File: src/design/fkm_defs.vh
// constants for the flash key and margin command sequencer
`ifndef FKM_DEFS_VH
`define FKM_DEFS_VH

// register byte offsets on the bus
`define FKM_OFF_STAT 8'h00
`define FKM_OFF_IDX 8'h04
`define FKM_OFF_CCOB 8'h08
`define FKM_OFF_SEC 8'h0C
`define FKM_OFF_CFG 8'h10
`define FKM_OFF_MRG 8'h14

// flash_status_register bit positions
`define FKM_ST_CMD_COMPLETE_FLAG 7
`define FKM_ST_ACCESS_ERROR_FLAG 5
`define FKM_ST_PROTECTION_VIOLATION_FLAG 4
`define FKM_ST_MG1 1
`define FKM_ST_MG0 0

// security_register layout and reset value
`define FKM_SEC_KEY_ENABLE_FIELD_HI 7
`define FKM_SEC_KEY_ENABLE_FIELD_LO 6
`define FKM_SEC_RESET 8'h00
`define FKM_KEY_ENABLE_FIELD_ON 2'h2

// command codes and launch indices
`define FKM_CMD_KEY 8'h0C
`define FKM_CMD_UMRG 8'h0D
`define FKM_CMD_FMRG 8'h0E
`define FKM_IDX_KEY 3'h4
`define FKM_IDX_MRG 3'h1

// margin settings
`define FKM_MRG_NORMAL 16'h0000
`define FKM_MRG_USER_MAX 16'h0002
`define FKM_MRG_FIELD_MAX 16'h0004

// block select values of global address [17:16]
`define FKM_BLK_DF 2'h0
`define FKM_BLK_PF 2'h3

// stored backdoor comparison key location
`define FKM_KEY_BASE 18'h3FF00
`define FKM_KEY_STEP 18'h00002
`define FKM_KEY_LAST 3'h4

// bus responses
`define FKM_RESP_OKAY 2'h0
`define FKM_RESP_SLVERR 2'h2

`endif

File: src/design/fkm_flash_cmd.v
// backdoor key and margin level command sequencer with an AXI4-Lite slave
//
// The implementer's own choices: the AXI4-Lite register port and the register offsets.
`timescale 1ns/1ps
`include "fkm_defs.vh"

module fkm_flash_cmd #(
  parameter ADDR_W = 8,
  parameter CMD_DEPTH = 6
) (
  // clock and reset
  input wire aclk,
  input wire aresetn,
  // write address channel
  input wire [ADDR_W-1:0] s_axi_awaddr,
  input wire s_axi_awvalid,
  output reg s_axi_awready,
  // write data channel
  input wire [31:0] s_axi_wdata,
  input wire [3:0] s_axi_wstrb,
  input wire s_axi_wvalid,
  output reg s_axi_wready,
  // write response channel
  output reg [1:0] s_axi_bresp,
  output reg s_axi_bvalid,
  input wire s_axi_bready,
  // read address channel
  input wire [ADDR_W-1:0] s_axi_araddr,
  input wire s_axi_arvalid,
  output reg s_axi_arready,
  // read data channel
  output reg [31:0] s_axi_rdata,
  output reg [1:0] s_axi_rresp,
  output reg s_axi_rvalid,
  input wire s_axi_rready,
  // stored comparison key port, data one cycle after address
  output reg [17:0] key_rd_addr,
  input wire [15:0] key_rd_data,
  // margin levels and security state toward the read path
  output reg [2:0] pflash_margin,
  output reg [2:0] dflash_margin,
  output reg security_open
);

  // one-hot sequencer states
  localparam [2:0] ST_IDLE = 3'b001;
  localparam [2:0] ST_EXEC = 3'b010;
  localparam [2:0] ST_KEY = 3'b100;

  // merge new bus data into an old value under the byte strobes
  function [31:0] strb_merge;
    input [31:0] old_v;
    input [31:0] new_v;
    input [3:0] strb;
    integer i;
    begin
      strb_merge = old_v;
      for (i = 0; i < 4; i = i + 1) begin
        if (strb[i]) begin
          strb_merge[i*8 +: 8] = new_v[i*8 +: 8];
        end
      end
    end
  endfunction

  // latched write request
  reg [ADDR_W-1:0] aw_addr_r; // held write address
  reg [31:0] w_data_r; // held write data
  reg [3:0] w_strb_r; // held write strobes
  wire wr_do; // both halves held, response slot free

  // software-visible state
  reg cmd_complete_flag_r; // high while idle, low while a command runs
  reg access_error_flag_r; // sticky, write one to clear
  reg [2:0] cmd_object_index_r; // selects the command-object word
  reg [15:0] cmd_object_r [0:CMD_DEPTH-1]; // command-object words
  reg [7:0] security_register_r; // key enable field lives here
  reg special_mode_r; // operating mode, special when high
  reg [31:0] rd_word; // read mux output

  // sequencer state
  reg [2:0] state_r; // one-hot state
  reg [2:0] key_cnt_r; // key compare step
  reg key_bad_r; // any key differed in this attempt
  reg key_mismatch_r; // a past attempt failed, cleared by reset only

  // decoded launch fields
  wire [7:0] cmd_code;
  wire [1:0] blk_sel;
  wire [15:0] mrg_set;
  wire blk_ok;
  wire key_allowed;
  wire is_field;
  wire mrg_ok;
  wire [2:0] mrg_lvl;
  wire [31:0] mw; // plain register write data under the byte strobes
  wire [31:0] ccob_mw; // selected command-object word merged with the new bytes

  // a write commits once both halves are held and no answer is pending; the
  // commit and bvalid rise on one edge, so a read issued after the answer sees it
  assign wr_do = ~s_axi_awready & ~s_axi_wready & ~s_axi_bvalid;
  // merged write words; the command-object merge keeps the unstrobed byte of the
  // selected word, so a narrow write does not wipe the other half
  assign mw = strb_merge(32'h00000000, w_data_r, w_strb_r);
  assign ccob_mw = strb_merge({16'h0000, cmd_object_r[cmd_object_index_r]},
                              w_data_r, w_strb_r);
  assign cmd_code = cmd_object_r[0][15:8];
  assign blk_sel = cmd_object_r[0][1:0];
  assign mrg_set = cmd_object_r[1];
  assign blk_ok = (blk_sel == `FKM_BLK_DF) || (blk_sel == `FKM_BLK_PF);
  assign is_field = (cmd_code == `FKM_CMD_FMRG);
  assign mrg_lvl = mrg_set[2:0];
  // user settings stop at 2, field settings reach 4
  assign mrg_ok = is_field ? (mrg_set <= `FKM_MRG_FIELD_MAX) :
                  (mrg_set <= `FKM_MRG_USER_MAX);
  // backdoor needs enable field at binary 10 and no earlier mismatch
  assign key_allowed = (security_register_r[`FKM_SEC_KEY_ENABLE_FIELD_HI:`FKM_SEC_KEY_ENABLE_FIELD_LO]
                        == `FKM_KEY_ENABLE_FIELD_ON) && ~key_mismatch_r;

  // write and read channel handshakes; each channel held until its partner arrives
  always @(posedge aclk) begin
    if (!aresetn) begin
      s_axi_awready <= 1'b1;
      s_axi_wready <= 1'b1;
      s_axi_bvalid <= 1'b0;
      s_axi_bresp <= `FKM_RESP_OKAY;
      s_axi_arready <= 1'b1;
      s_axi_rvalid <= 1'b0;
      s_axi_rresp <= `FKM_RESP_OKAY;
      s_axi_rdata <= 32'h00000000;
      aw_addr_r <= {ADDR_W{1'b0}};
      w_data_r <= 32'h00000000;
      w_strb_r <= 4'h0;
    end else begin
      // take write address
      if (s_axi_awvalid && s_axi_awready) begin
        aw_addr_r <= s_axi_awaddr;
        s_axi_awready <= 1'b0;
      end
      // take write data
      if (s_axi_wvalid && s_axi_wready) begin
        w_data_r <= s_axi_wdata;
        w_strb_r <= s_axi_wstrb;
        s_axi_wready <= 1'b0;
      end
      // commit write and answer; unmapped offsets answer slave error
      if (wr_do) begin
        s_axi_bvalid <= 1'b1;
        case (aw_addr_r)
          `FKM_OFF_STAT, `FKM_OFF_IDX, `FKM_OFF_CCOB, `FKM_OFF_SEC, `FKM_OFF_CFG,
          `FKM_OFF_MRG: begin
            s_axi_bresp <= `FKM_RESP_OKAY;
          end
          default: begin
            s_axi_bresp <= `FKM_RESP_SLVERR;
          end
        endcase
      end
      // response taken, reopen both write channels
      if (s_axi_bvalid && s_axi_bready) begin
        s_axi_bvalid <= 1'b0;
        s_axi_awready <= 1'b1;
        s_axi_wready <= 1'b1;
      end
      // read address taken, data and rvalid registered on that same edge
      if (s_axi_arvalid && s_axi_arready) begin
        s_axi_arready <= 1'b0;
        s_axi_rvalid <= 1'b1;
        s_axi_rdata <= rd_word;
        case (s_axi_araddr)
          `FKM_OFF_STAT, `FKM_OFF_IDX, `FKM_OFF_CCOB, `FKM_OFF_SEC, `FKM_OFF_CFG,
          `FKM_OFF_MRG: begin
            s_axi_rresp <= `FKM_RESP_OKAY;
          end
          default: begin
            s_axi_rresp <= `FKM_RESP_SLVERR;
          end
        endcase
      end
      if (s_axi_rvalid && s_axi_rready) begin
        s_axi_rvalid <= 1'b0;
        s_axi_arready <= 1'b1;
      end
    end
  end

  // read mux; unmapped offsets and reserved bits read zero
  // the mux follows araddr directly; rdata is captured on the address edge
  always @* begin
    rd_word = 32'h00000000;
    case (s_axi_araddr)
      `FKM_OFF_STAT: begin
        // protection and verify flags are never raised by these commands
        rd_word[`FKM_ST_CMD_COMPLETE_FLAG] = cmd_complete_flag_r;
        rd_word[`FKM_ST_ACCESS_ERROR_FLAG] = access_error_flag_r;
      end
      `FKM_OFF_IDX: begin
        rd_word[2:0] = cmd_object_index_r;
      end
      `FKM_OFF_CCOB: begin
        if (cmd_object_index_r < CMD_DEPTH) begin
          rd_word[15:0] = cmd_object_r[cmd_object_index_r];
        end
      end
      `FKM_OFF_SEC: begin
        rd_word[7:0] = security_register_r;
      end
      `FKM_OFF_CFG: begin
        rd_word[0] = special_mode_r;
      end
      `FKM_OFF_MRG: begin
        // live margin and security state
        rd_word[2:0] = pflash_margin;
        rd_word[6:4] = dflash_margin;
        rd_word[8] = security_open;
        rd_word[9] = key_mismatch_r;
      end
      default: begin
        rd_word = 32'h00000000;
      end
    endcase
  end

  // register writes and the command sequencer; later sequencer sets override
  // same-cycle software clears, so a flag raised as it is cleared is kept
  always @(posedge aclk) begin : seq
    integer k;
    if (!aresetn) begin
      state_r <= ST_IDLE;
      cmd_complete_flag_r <= 1'b1;
      access_error_flag_r <= 1'b0;
      cmd_object_index_r <= 3'h0;
      for (k = 0; k < CMD_DEPTH; k = k + 1) begin
        cmd_object_r[k] <= 16'h0000;
      end
      security_register_r <= `FKM_SEC_RESET;
      special_mode_r <= 1'b0;
      key_cnt_r <= 3'h0;
      key_bad_r <= 1'b0;
      key_mismatch_r <= 1'b0;
      key_rd_addr <= `FKM_KEY_BASE;
      pflash_margin <= 3'h0;
      dflash_margin <= 3'h0;
      security_open <= 1'b0;
    end else begin
      // software writes; parameters freeze while a command runs
      if (wr_do) begin
        case (aw_addr_r)
          `FKM_OFF_STAT: begin
            if (w_strb_r[0] && w_data_r[`FKM_ST_ACCESS_ERROR_FLAG]) begin
              access_error_flag_r <= 1'b0;
            end
            // clearing the complete flag launches the loaded command
            // launch needs the idle state as well as the flag, so a stray write of
            // one during a running command cannot restart it
            if (w_strb_r[0] && w_data_r[`FKM_ST_CMD_COMPLETE_FLAG] && cmd_complete_flag_r &&
                state_r == ST_IDLE) begin
              cmd_complete_flag_r <= 1'b0;
              state_r <= ST_EXEC;
            end
          end
          `FKM_OFF_IDX: begin
            if (state_r == ST_IDLE && w_strb_r[0]) begin
              cmd_object_index_r <= w_data_r[2:0];
            end
          end
          `FKM_OFF_CCOB: begin
            if (state_r == ST_IDLE && cmd_object_index_r < CMD_DEPTH) begin
              cmd_object_r[cmd_object_index_r] <= ccob_mw[15:0];
            end
          end
          `FKM_OFF_SEC: begin
            if (w_strb_r[0]) begin
              security_register_r <= mw[7:0];
            end
          end
          `FKM_OFF_CFG: begin
            if (w_strb_r[0]) begin
              special_mode_r <= mw[0];
            end
          end
          default: begin
            special_mode_r <= special_mode_r;
          end
        endcase
      end
      case (state_r)
        ST_IDLE: begin
          key_cnt_r <= 3'h0;
        end
        ST_EXEC: begin
          // checks run in the cycle after launch, then complete unless an accepted key command moves on to the key compare
          state_r <= ST_IDLE;
          cmd_complete_flag_r <= 1'b1;
          case (cmd_code)
            `FKM_CMD_KEY: begin
              if (cmd_object_index_r != `FKM_IDX_KEY || !key_allowed) begin
                access_error_flag_r <= 1'b1;
              end else begin
                // start reading stored keys; completion waits for the compare
                state_r <= ST_KEY;
                cmd_complete_flag_r <= 1'b0;
                key_cnt_r <= 3'h0;
                key_bad_r <= 1'b0;
                key_rd_addr <= `FKM_KEY_BASE;
              end
            end
            `FKM_CMD_UMRG, `FKM_CMD_FMRG: begin
              if (cmd_object_index_r != `FKM_IDX_MRG || (is_field && !special_mode_r) ||
                  !mrg_ok || !blk_ok) begin
                access_error_flag_r <= 1'b1;
              end else if (blk_sel == `FKM_BLK_PF) begin
                // program block level also governs data block reads
                pflash_margin <= mrg_lvl;
                dflash_margin <= mrg_lvl;
              end else begin
                dflash_margin <= mrg_lvl;
              end
            end
            default: begin
              // other commands are served elsewhere; refuse them here
              access_error_flag_r <= 1'b1;
            end
          endcase
        end
        ST_KEY: begin
          // key_rd_data holds stored key (cnt-1); compare with object word cnt
          // the walk issues one fetch past the last word; its data is never compared
          key_cnt_r <= key_cnt_r + 3'h1;
          key_rd_addr <= key_rd_addr + `FKM_KEY_STEP;
          if (key_cnt_r != 3'h0 && key_rd_data != cmd_object_r[key_cnt_r]) begin
            key_bad_r <= 1'b1;
          end
          if (key_cnt_r == `FKM_KEY_LAST) begin
            state_r <= ST_IDLE;
            cmd_complete_flag_r <= 1'b1;
            key_rd_addr <= `FKM_KEY_BASE;
            if (key_bad_r || key_rd_data != cmd_object_r[key_cnt_r]) begin
              // a failed attempt locks out the backdoor until reset
              key_mismatch_r <= 1'b1;
              access_error_flag_r <= 1'b1;
            end else begin
              security_open <= 1'b1;
            end
          end
        end
        default: begin
          state_r <= ST_IDLE;
        end
      endcase
    end
  end

endmodule

File: config.mk
export PLATFORM = sky130hd
export DESIGN_NAME = fkm_flash_cmd
export DESIGN_NICKNAME = d
export VERILOG_FILES = /design/src/design/fkm_flash_cmd.v
export VERILOG_INCLUDE_DIRS = /design/src /design/src/design
export SDC_FILE = /design/constraint.sdc
export NUM_CORES = 1
export LEC_CHECK = 0
export BUFFER_PORTS_ARGS = -buffer_cell sky130_fd_sc_hd__buf_2
export CAP_MARGIN = 15
export CORE_MARGIN = 2
export CORE_UTILIZATION = 51
export CTS_CLUSTER_SIZE = 14
export DETAILED_ROUTE_END_ITERATION = 8
export PLACE_DENSITY = 0.71
export REMOVE_ABC_BUFFERS = 1
export SKIP_LAST_GASP = 1
export SLEW_MARGIN = 10
export SYNTH_ARGS = -nofsm -noshare
export SYNTH_HDL_FRONTEND = slang
export SYNTH_SLANG_ARGS = --single-unit
export TNS_END_PERCENT = 20
File: constraint.sdc
create_clock -name aclk -period 6.4 [get_ports aclk]
set_clock_uncertainty 0.2 [all_clocks]
set_input_delay 0.32 -clock aclk [delete_from_list [all_inputs] [get_ports aclk]]
set_output_delay 0.32 -clock aclk [all_outputs]
set_load 0.02 [all_outputs]
==> reports/results.md, run 1 <==
STA
* **Setup violations, final** 0
* **Final Critical Period** 4.52 ns
* **Final Slew Violations** 0
* **pin slew with the least headroom to its limit** 1.19 ns
* **final hold slack** 0.0528 ns
* **Fin. Hold Viols** 0
* **Period Utilization, post-route** 70.6%
* **final-layout setup total negative slack** 0 ns
* **max frequency** 221 MHz
* **unrepaired setup endpoints after global routing** false
* **Slew HR** 20.4%

Synth
* **Unique masters post-synth** 60
* **Synth area leader** sky130_fd_sc_hd__edfxtp_1
* **number of standard cells after synthesis** 960
* **Yosys warning total** 0
* **Post-Syn Area per Cell** 11.9 um2
* **synthesized cell area** 11400 um2
* **proportion of synthesized flip-flops having asynchronous set or reset** 0%
* **flop and latch count out of synthesis** 229
* **most used flip-flop cell after synthesis** sky130_fd_sc_hd__edfxtp_1
* **number of enable-type register cells in the synthesized netlist** 128
* **share of the synthesized area in the top cell type** 33.8%
* **cell types occupying the most area after synthesis** sky130_fd_sc_hd__edfxtp_1 34%, sky130_fd_sc_hd__dfxtp_1 18%, sky130_fd_sc_hd__mux4_2 12%
* **part of the Yosys area used for sequential elements** 51.5%

Routing
* **Total Wirelength** 30000 um
* **remaining number of nets flagged by the antenna check after routing** 0
* **router iterations before antenna repair** 8
* **routed via count** 8283
* **detailed-route DRC error count** 0
* **number of violations reported at the end of detailed-routing iteration 0** 732
* **wire length per cell** 21.2 um
* **Vias per Instance** 5.86

Setup path
* **CP Capture Type** register
* **critical path cell sequence** or3_4 -> nor3_2 -> and3_1 -> and4b_1 -> and3_1 -> buf_4 -> nand3_4 -> nand2_1
* **slowest cell on the critical path** sky130_fd_sc_hd__and3_1
* **critical path's most frequent cell** sky130_fd_sc_hd__and3_1
* **biggest cell delay along the critical path** 0.85 ns
* **arrival time reported for the critical path endpoint** 4.46 ns
* **Crit Path Class** reg -> reg
* **crit-path max FO** 17
* **Worst setup SP type** register
* **Critical Path RT** 6.34 ns

Placement
* **placer congestion estimate** 0.841
* **dpl cell area** 12100 um2
* **port bufs** 103
* **Detailed Place HPWL** 19600 um

Cells and area
* **commonest cells after routing, fill and taps aside** 128 x sky130_fd_sc_hd__edfxtp_1, 106 x sky130_fd_sc_hd__nor2_1, 103 x sky130_fd_sc_hd__buf_2
* **fraction of final layout cells sized beyond drive strength 1** 22.5%
* **Layout area overhead** 17.2%
* **nets@finish** 1192
* **number of inserted filler cells in the final layout** 1777
* **Sequential Area** 5870 um2
* **final cell area excluding filler cells** 13300 um2
* **area of combinational cells with multiple inputs** 5190 um2
* **most common cell after layout, fill and taps aside** sky130_fd_sc_hd__edfxtp_1

Clock tree
* **insertion delay to the later sink of the worst-skew pair** 0.52 ns
* **post-CTS setup-driven buffer insertion count** 0
* **clock buffer count from CTS** 25
* **number of resized instances in the post-cts repair step** 0
* **number of sinks on the clock net** 229
* **number of H-tree levels** 1
* **number of buffers on the longest clock path** 3
* **Clock Tree Root** sky130_fd_sc_hd__clkbuf_16
* **CTS hold repair buffers** 40
* **clock tree from TritonCTS** yes
* **clock-pin slew of the registers on the worst-case setup and hold paths** 0.06 ns

Floorplanning
* **row count** 54
* **floorplan die height** 153 um
* **CORE AREA** 21900 um2
* **floorplan die area** 23500 um2
* **Initial Utilization** 52.0%
* **width of the chip** 153 um
* **IO Count** 141

Run status
* **status** finished clean

Global route
* **global route total overflow** 0
* **largest net degree at the start of global routing** 52
* **via count of the first global-routing pass** 8157
* **initial antenna violation count** 0
* **overall fraction of global-route tracks in use** 25.3%
* **first-pass GRT wire length** 46000 um

Power
* **Logic pwr share** 6.1%
* **Leak Pwr** 4.91 nW
* **net switching power figure** 0.000723 W
* **Switching Fraction** 21.8%
* **Internal Pwr Total** 0.00259 W
* **Power Dens Cells** 248 nW/um2
* **sequential fraction of design power** 49.3%
* **relative contribution of the clock network to total power** 44.6%
* **maximum vdd ir drop** 0.000197 V

Min path
* **type of the worst min-delay path** in -> reg

Flow run
* **Max-cap violations** 0

-- cells in the mapped netlist, drive strengths merged, types with 3 or more instances --
cell type and number:
a21boi 33, a21oi 10, a221oi 4, a222oi 6, a22o 4, a22oi 9, and2 12, and3 9
buf 47, clkbuf 29, dfxtp 101, edfxtp 128, ha 4, inv 25, mux2 19, mux2i 35
mux4 62, nand2 103, nand2b 20, nand3 35, nand3b 5, nand4 8, nor2 106, nor2b 26
nor3 12, nor3b 6, nor4 5, nor4b 5, o211ai 14, o21ai 23, or2 3, or3 7
xnor2 9, xor2 16
-- per-stage QoR --
step | utilization, % | power [W] | worst slack, ns | instances
final | 61.0 | 0.00331 | 1.88 | 1413
after global routing | 60.9 | 0.00341 | 1.77 | 1410
after CTS | 60.9 | 0.00332 | 1.99 | 1410
after detailed placement | 55.2 | 0.00184 | 2.02 | 1326
after global placement | 55.2 | 0.00183 | 2.09 | 1326
after floorplan | - | 0.00176 | 2.50 | 934
-- cells by family after synthesis --
kind of cell	Yosys count	synth area share [%]
and+or+nand+nor	372	16.3
DFF	229	51.5
muxes	116	17.2
AOI/OAI and AO/OA	112	8.01
buffers and inverters	101	4.57
xor gates and xnor gates	25	1.92
adders and majority gates	4	0.440
other	1	0.0329
-- registers in the layout (all words and copies together), names as in the netlist, 2 cells and up, named ones only --
register	cells
s_axi_rdata	16
w_data_r	16
security_register_r	8
cmd_object_index_r	3
cmd_object_r	128
aw_addr_r	8
key_cnt_r	3
dflash_margin	3
key_rd_addr	17
w_strb_r	2
pflash_margin	3
state_r	3
-- critical path, delay by kind of cell, from the launching register on --
family / cells / cell delay [ns]
buf+inv: 1 / 0.40
flops: 1 / 0.44
simple gates: 7 / 3.08
-- metal layers --
metal	wire [um]	track usage, %
met1	12000	33.3
met2	14600	43.1
met4	1010	8.56
met5	0	0
met3	2320	3.97
-- cell type report --
type | instances | area share [%]
Antenna cell | 3 | 0.0563
Timing Repair Buffer | 152 | 7.37
Clock buffer | 35 | 5.46
Tap cell | 280 | 2.63
Multi-Input combinational cell | 680 | 38.9
Clock inverter | 9 | 0.891
Inverter | 25 | 0.703
Sequential cell | 229 | 44.0
-- worst paths after layout --
| path | from | endpoint | slack (ns) | depth (start not counted) |
|---|---|---|---|---|
| max | s_axi_awready | cmd_object_r[2][10] | 1.88 | 8 |
| min | s_axi_araddr[3] | s_axi_rresp[1] | 0.05 | 4 |
| max reg2reg | s_axi_awready | cmd_object_r[2][10] | 1.88 | 8 |
| min reg2reg | w_data_r[14] | w_data_r[14] | 0.26 | 2 |
-- power groups by stage --
stage | Combinational (W) | Sequential (W) | Clock [W]
detailed placement | 0.000177 | 0.00166 | 0
global placement | 0.000175 | 0.00166 | 0
finish | 0.000201 | 0.00163 | 0.00148
CTS | 0.000197 | 0.00163 | 0.00149
global route | 0.000216 | 0.00164 | 0.00155
floorplan | 0.000100 | 0.00165 | 0
No activity file was read; power rests on OpenSTA's default activity.
==> run 2: changes to the inputs <==
==> constraint.sdc (replaced) <==
create_clock -name aclk -period 4.6 [get_ports aclk]
set_clock_uncertainty 0.2 [all_clocks]
set_input_delay 0.23 -clock aclk [delete_from_list [all_inputs] [get_ports aclk]]
set_output_delay 0.23 -clock aclk [all_outputs]
set_load 0.02 [all_outputs]
==> reports/results.md, run 2 (synthesis results as in run 1) <==
Run status
* **status** finished clean

Clock tree
* **Clock Tree Root** sky130_fd_sc_hd__clkbuf_16
* **post-CTS setup-driven buffer insertion count** 0, unchanged
* **number of sinks on the clock net** 229, unchanged
* **clock-pin slew of the registers on the worst-case setup and hold paths** 0.06 ns, about the same
* **clock buffer count from CTS** 25, unchanged
* **number of resized instances in the post-cts repair step** 0, unchanged
* **insertion delay to the later sink of the worst-skew pair** 0.53 ns, about the same
* **number of buffers on the longest clock path** 3, unchanged
* **number of H-tree levels** 1, unchanged
* **clock tree from TritonCTS** yes
* **CTS hold repair buffers** 43, +7.5%

Cells and area
* **area of combinational cells with multiple inputs** 5190 um2, unchanged
* **Layout area overhead** 18.1%
* **flip-flop count of the largest register after layout** 128, unchanged
* **number of cells in the finished layout apart from fillers** 1425, +0.85%
* **Top Registers** cmd_object_r (128), key_rd_addr (17)
* **most common cell after layout, fill and taps aside** sky130_fd_sc_hd__edfxtp_1
* **Sequential Area** 5870 um2, unchanged
* **# diodes** 0, -3
* **fraction of final layout cells sized beyond drive strength 1** 23.6%, +1.1 points
* **number of inserted filler cells in the final layout** 1727, -2.8%
* **commonest cells after routing, fill and taps aside** 128 x sky130_fd_sc_hd__edfxtp_1, 106 x sky130_fd_sc_hd__nor2_1, 103 x sky130_fd_sc_hd__buf_2
* **most flop-heavy register** cmd_object_r
* **nets@finish** 1205, +1.1%

Placement
* **Detailed Place HPWL** 20000 um, +2.4%
* **placer congestion estimate** 0.863, +2.7%
* **instance count after placement with tap cells included** 1336, +0.75%
* **port bufs** 103, unchanged

Routing
* **router iterations before antenna repair** 7, -1
* **wire length per cell** 21.1 um, -0.88%
* **Vias per Instance** 5.86, about the same
* **routed via count** 8351, +0.82%
* **detailed-route DRC error count** 0, unchanged
* **number of violations reported at the end of detailed-routing iteration 0** 685, -6.4%
* **remaining number of nets flagged by the antenna check after routing** 0, unchanged
* **Total Wirelength** 30000 um, about the same

Power
* **Switching Fraction** 22.9%, +1.0 points
* **Power Dens Cells** 342 nW/um2, +38%
* **Internal Pwr Total** 0.00354 W, +37%
* **sequential fraction of design power** 49.3%, about the same
* **maximum vdd ir drop** 0.000291 V, +48%
* **Leak Pwr** 4.99 nW, +1.6%
* **relative contribution of the clock network to total power** 44.4%, -0.2 points
* **net switching power figure** 0.00105 W, +45%
* **Logic pwr share** 6.2%, about the same
* **post-route total power** 0.00460 W, +39%

STA
* **Slew HR** 28.0%, +7.6 points
* **max frequency** 276 MHz, +25%
* **Final Critical Period** 3.62 ns, -0.899 ns
* **Final Slew Violations** 0, unchanged
* **Fin. Hold Viols** 0, unchanged
* **final-layout setup total negative slack** 0 ns, unchanged
* **unrepaired setup endpoints after global routing** false
* **Setup violations, final** 0, unchanged
* **Period Utilization, post-route** 78.7%, +8.1 points
* **pin slew with the least headroom to its limit** 1.08 ns, -0.115 ns

Setup path
* **crit-path max FO** 17, unchanged
* **biggest cell delay along the critical path** 0.44 ns, -0.41 ns
* **arrival time reported for the critical path endpoint** 3.63 ns, -0.83 ns
* **Critical Path RT** 4.61 ns, -1.73 ns
* **Crit Path Class** reg -> reg
* **critical path cell sequence** or3_4 -> nor3_2 -> and3_1 -> and4b_1 -> and3_1 -> buf_4 -> nand3b_4 -> nand2_1 -> buf_4
* **number of cells traversed by the worst register-to-register path** 9, +1
* **slowest cell on the critical path** sky130_fd_sc_hd__dfxtp_1
* **CP Capture Type** register
* **Worst setup SP type** register

Global route
* **first-pass GRT wire length** 46500 um, +0.99%
* **overall fraction of global-route tracks in use** 25.4%, +0.13 points
* **initial antenna violation count** 0, unchanged
* **largest net degree at the start of global routing** 56, +7.7%
* **global route total overflow** 0, unchanged
* **via count of the first global-routing pass** 8319, +2.0%

Floorplanning
* **floorplan die height** 153 um, unchanged
* **row count** 54, unchanged
* **IO Count** 141, unchanged
* **floorplan die area** 23500 um2, unchanged
* **width of the chip** 153 um, unchanged
* **Initial Utilization** 52.0%, unchanged
* **CORE AREA** 21900 um2, unchanged

Min path
* **hold path cells** 6, +2
* **type of the worst min-delay path** in -> reg

Flow run
* **Max-cap violations** 0, unchanged

-- run 2: cell count changes in the layout (fill, tap and decap cells not counted), moves of 2 or more --
cell,delta
sky130_fd_sc_hd__bufinv_16,-2
sky130_fd_sc_hd__clkbuf_1,-3
sky130_fd_sc_hd__clkinv_2,+6
sky130_fd_sc_hd__buf_4,+10
sky130_fd_sc_hd__diode_2,-3
sky130_fd_sc_hd__dlygate4sd3_1,+3
-- run 2: power groups by stage --
stage / clock, W / combinational (W) / sequential, W
final: 0.00204 / 0.000287 / 0.00227
after global routing: 0.00213 / 0.000309 / 0.00227
after CTS: 0.00206 / 0.000283 / 0.00226
after detailed placement: 0 / 0.000252 / 0.00231
after global placement: 0 / 0.000249 / 0.00230
after floorplan: 0 / 0.000140 / 0.00230
-- run 2: per-layer routing --
| layer | vias to the layer above | part of all wire (%) | track usage [%] |
|---|---|---|---|
| met5 | - | 0 | 0 |
| met4 | 0 | 3.0 | 8.91 |
| met3 | 74 | 7.8 | 3.94 |
| met2 | 366 | 49 | 43.0 |
| met1 | 4119 | 40 | 33.6 |
| li1 | 3792 | - | - |
-- run 2: critical path: cells and delay by family, from the launching register on --
kind / cells / cell delay [ns]
buf+inv: 2 / 0.62
flops: 1 / 0.44
simple gates: 7 / 2.01
-- run 2: final cells by class --
class	instances	share of cell area [%]
tap	280	2.60
timing repair buffer	165	8.09
inverter	25	0.698
multi-input combinational	680	38.6
clock inverter	13	0.791
clock buffer	33	5.56
sequential	229	43.6
-- run 2: per-stage QoR --
| step | hold WS, ns | area (um2) | worst slack (ns) | utilization (%) |
|---|---|---|---|---|
| after CTS | 0.00865 | 13400 | 1.07 | 61.4 |
| after global routing | 0.0862 | 13400 | 0.848 | 61.4 |
| after detailed placement | 0.250 | 12200 | 1.10 | 55.6 |
| after floorplan | 0.0919 | 11100 | 0.703 | - |
| after global placement | 0.241 | 12200 | 1.13 | 55.6 |
| final | 0.0199 | 13400 | 0.980 | 61.4 |
-- run 2: worst paths after layout --
| kind | startpoint | to | slack (ns) |
|---|---|---|---|
| setup / recovery | s_axi_awready | cmd_object_r[0][2] | 0.98 |
| hold / removal | s_axi_araddr[6] | s_axi_rresp[1] | 0.02 |
| hold reg to reg | w_data_r[12] | w_data_r[12] | 0.26 |
| setup reg to reg | s_axi_awready | cmd_object_r[0][2] | 0.98 |
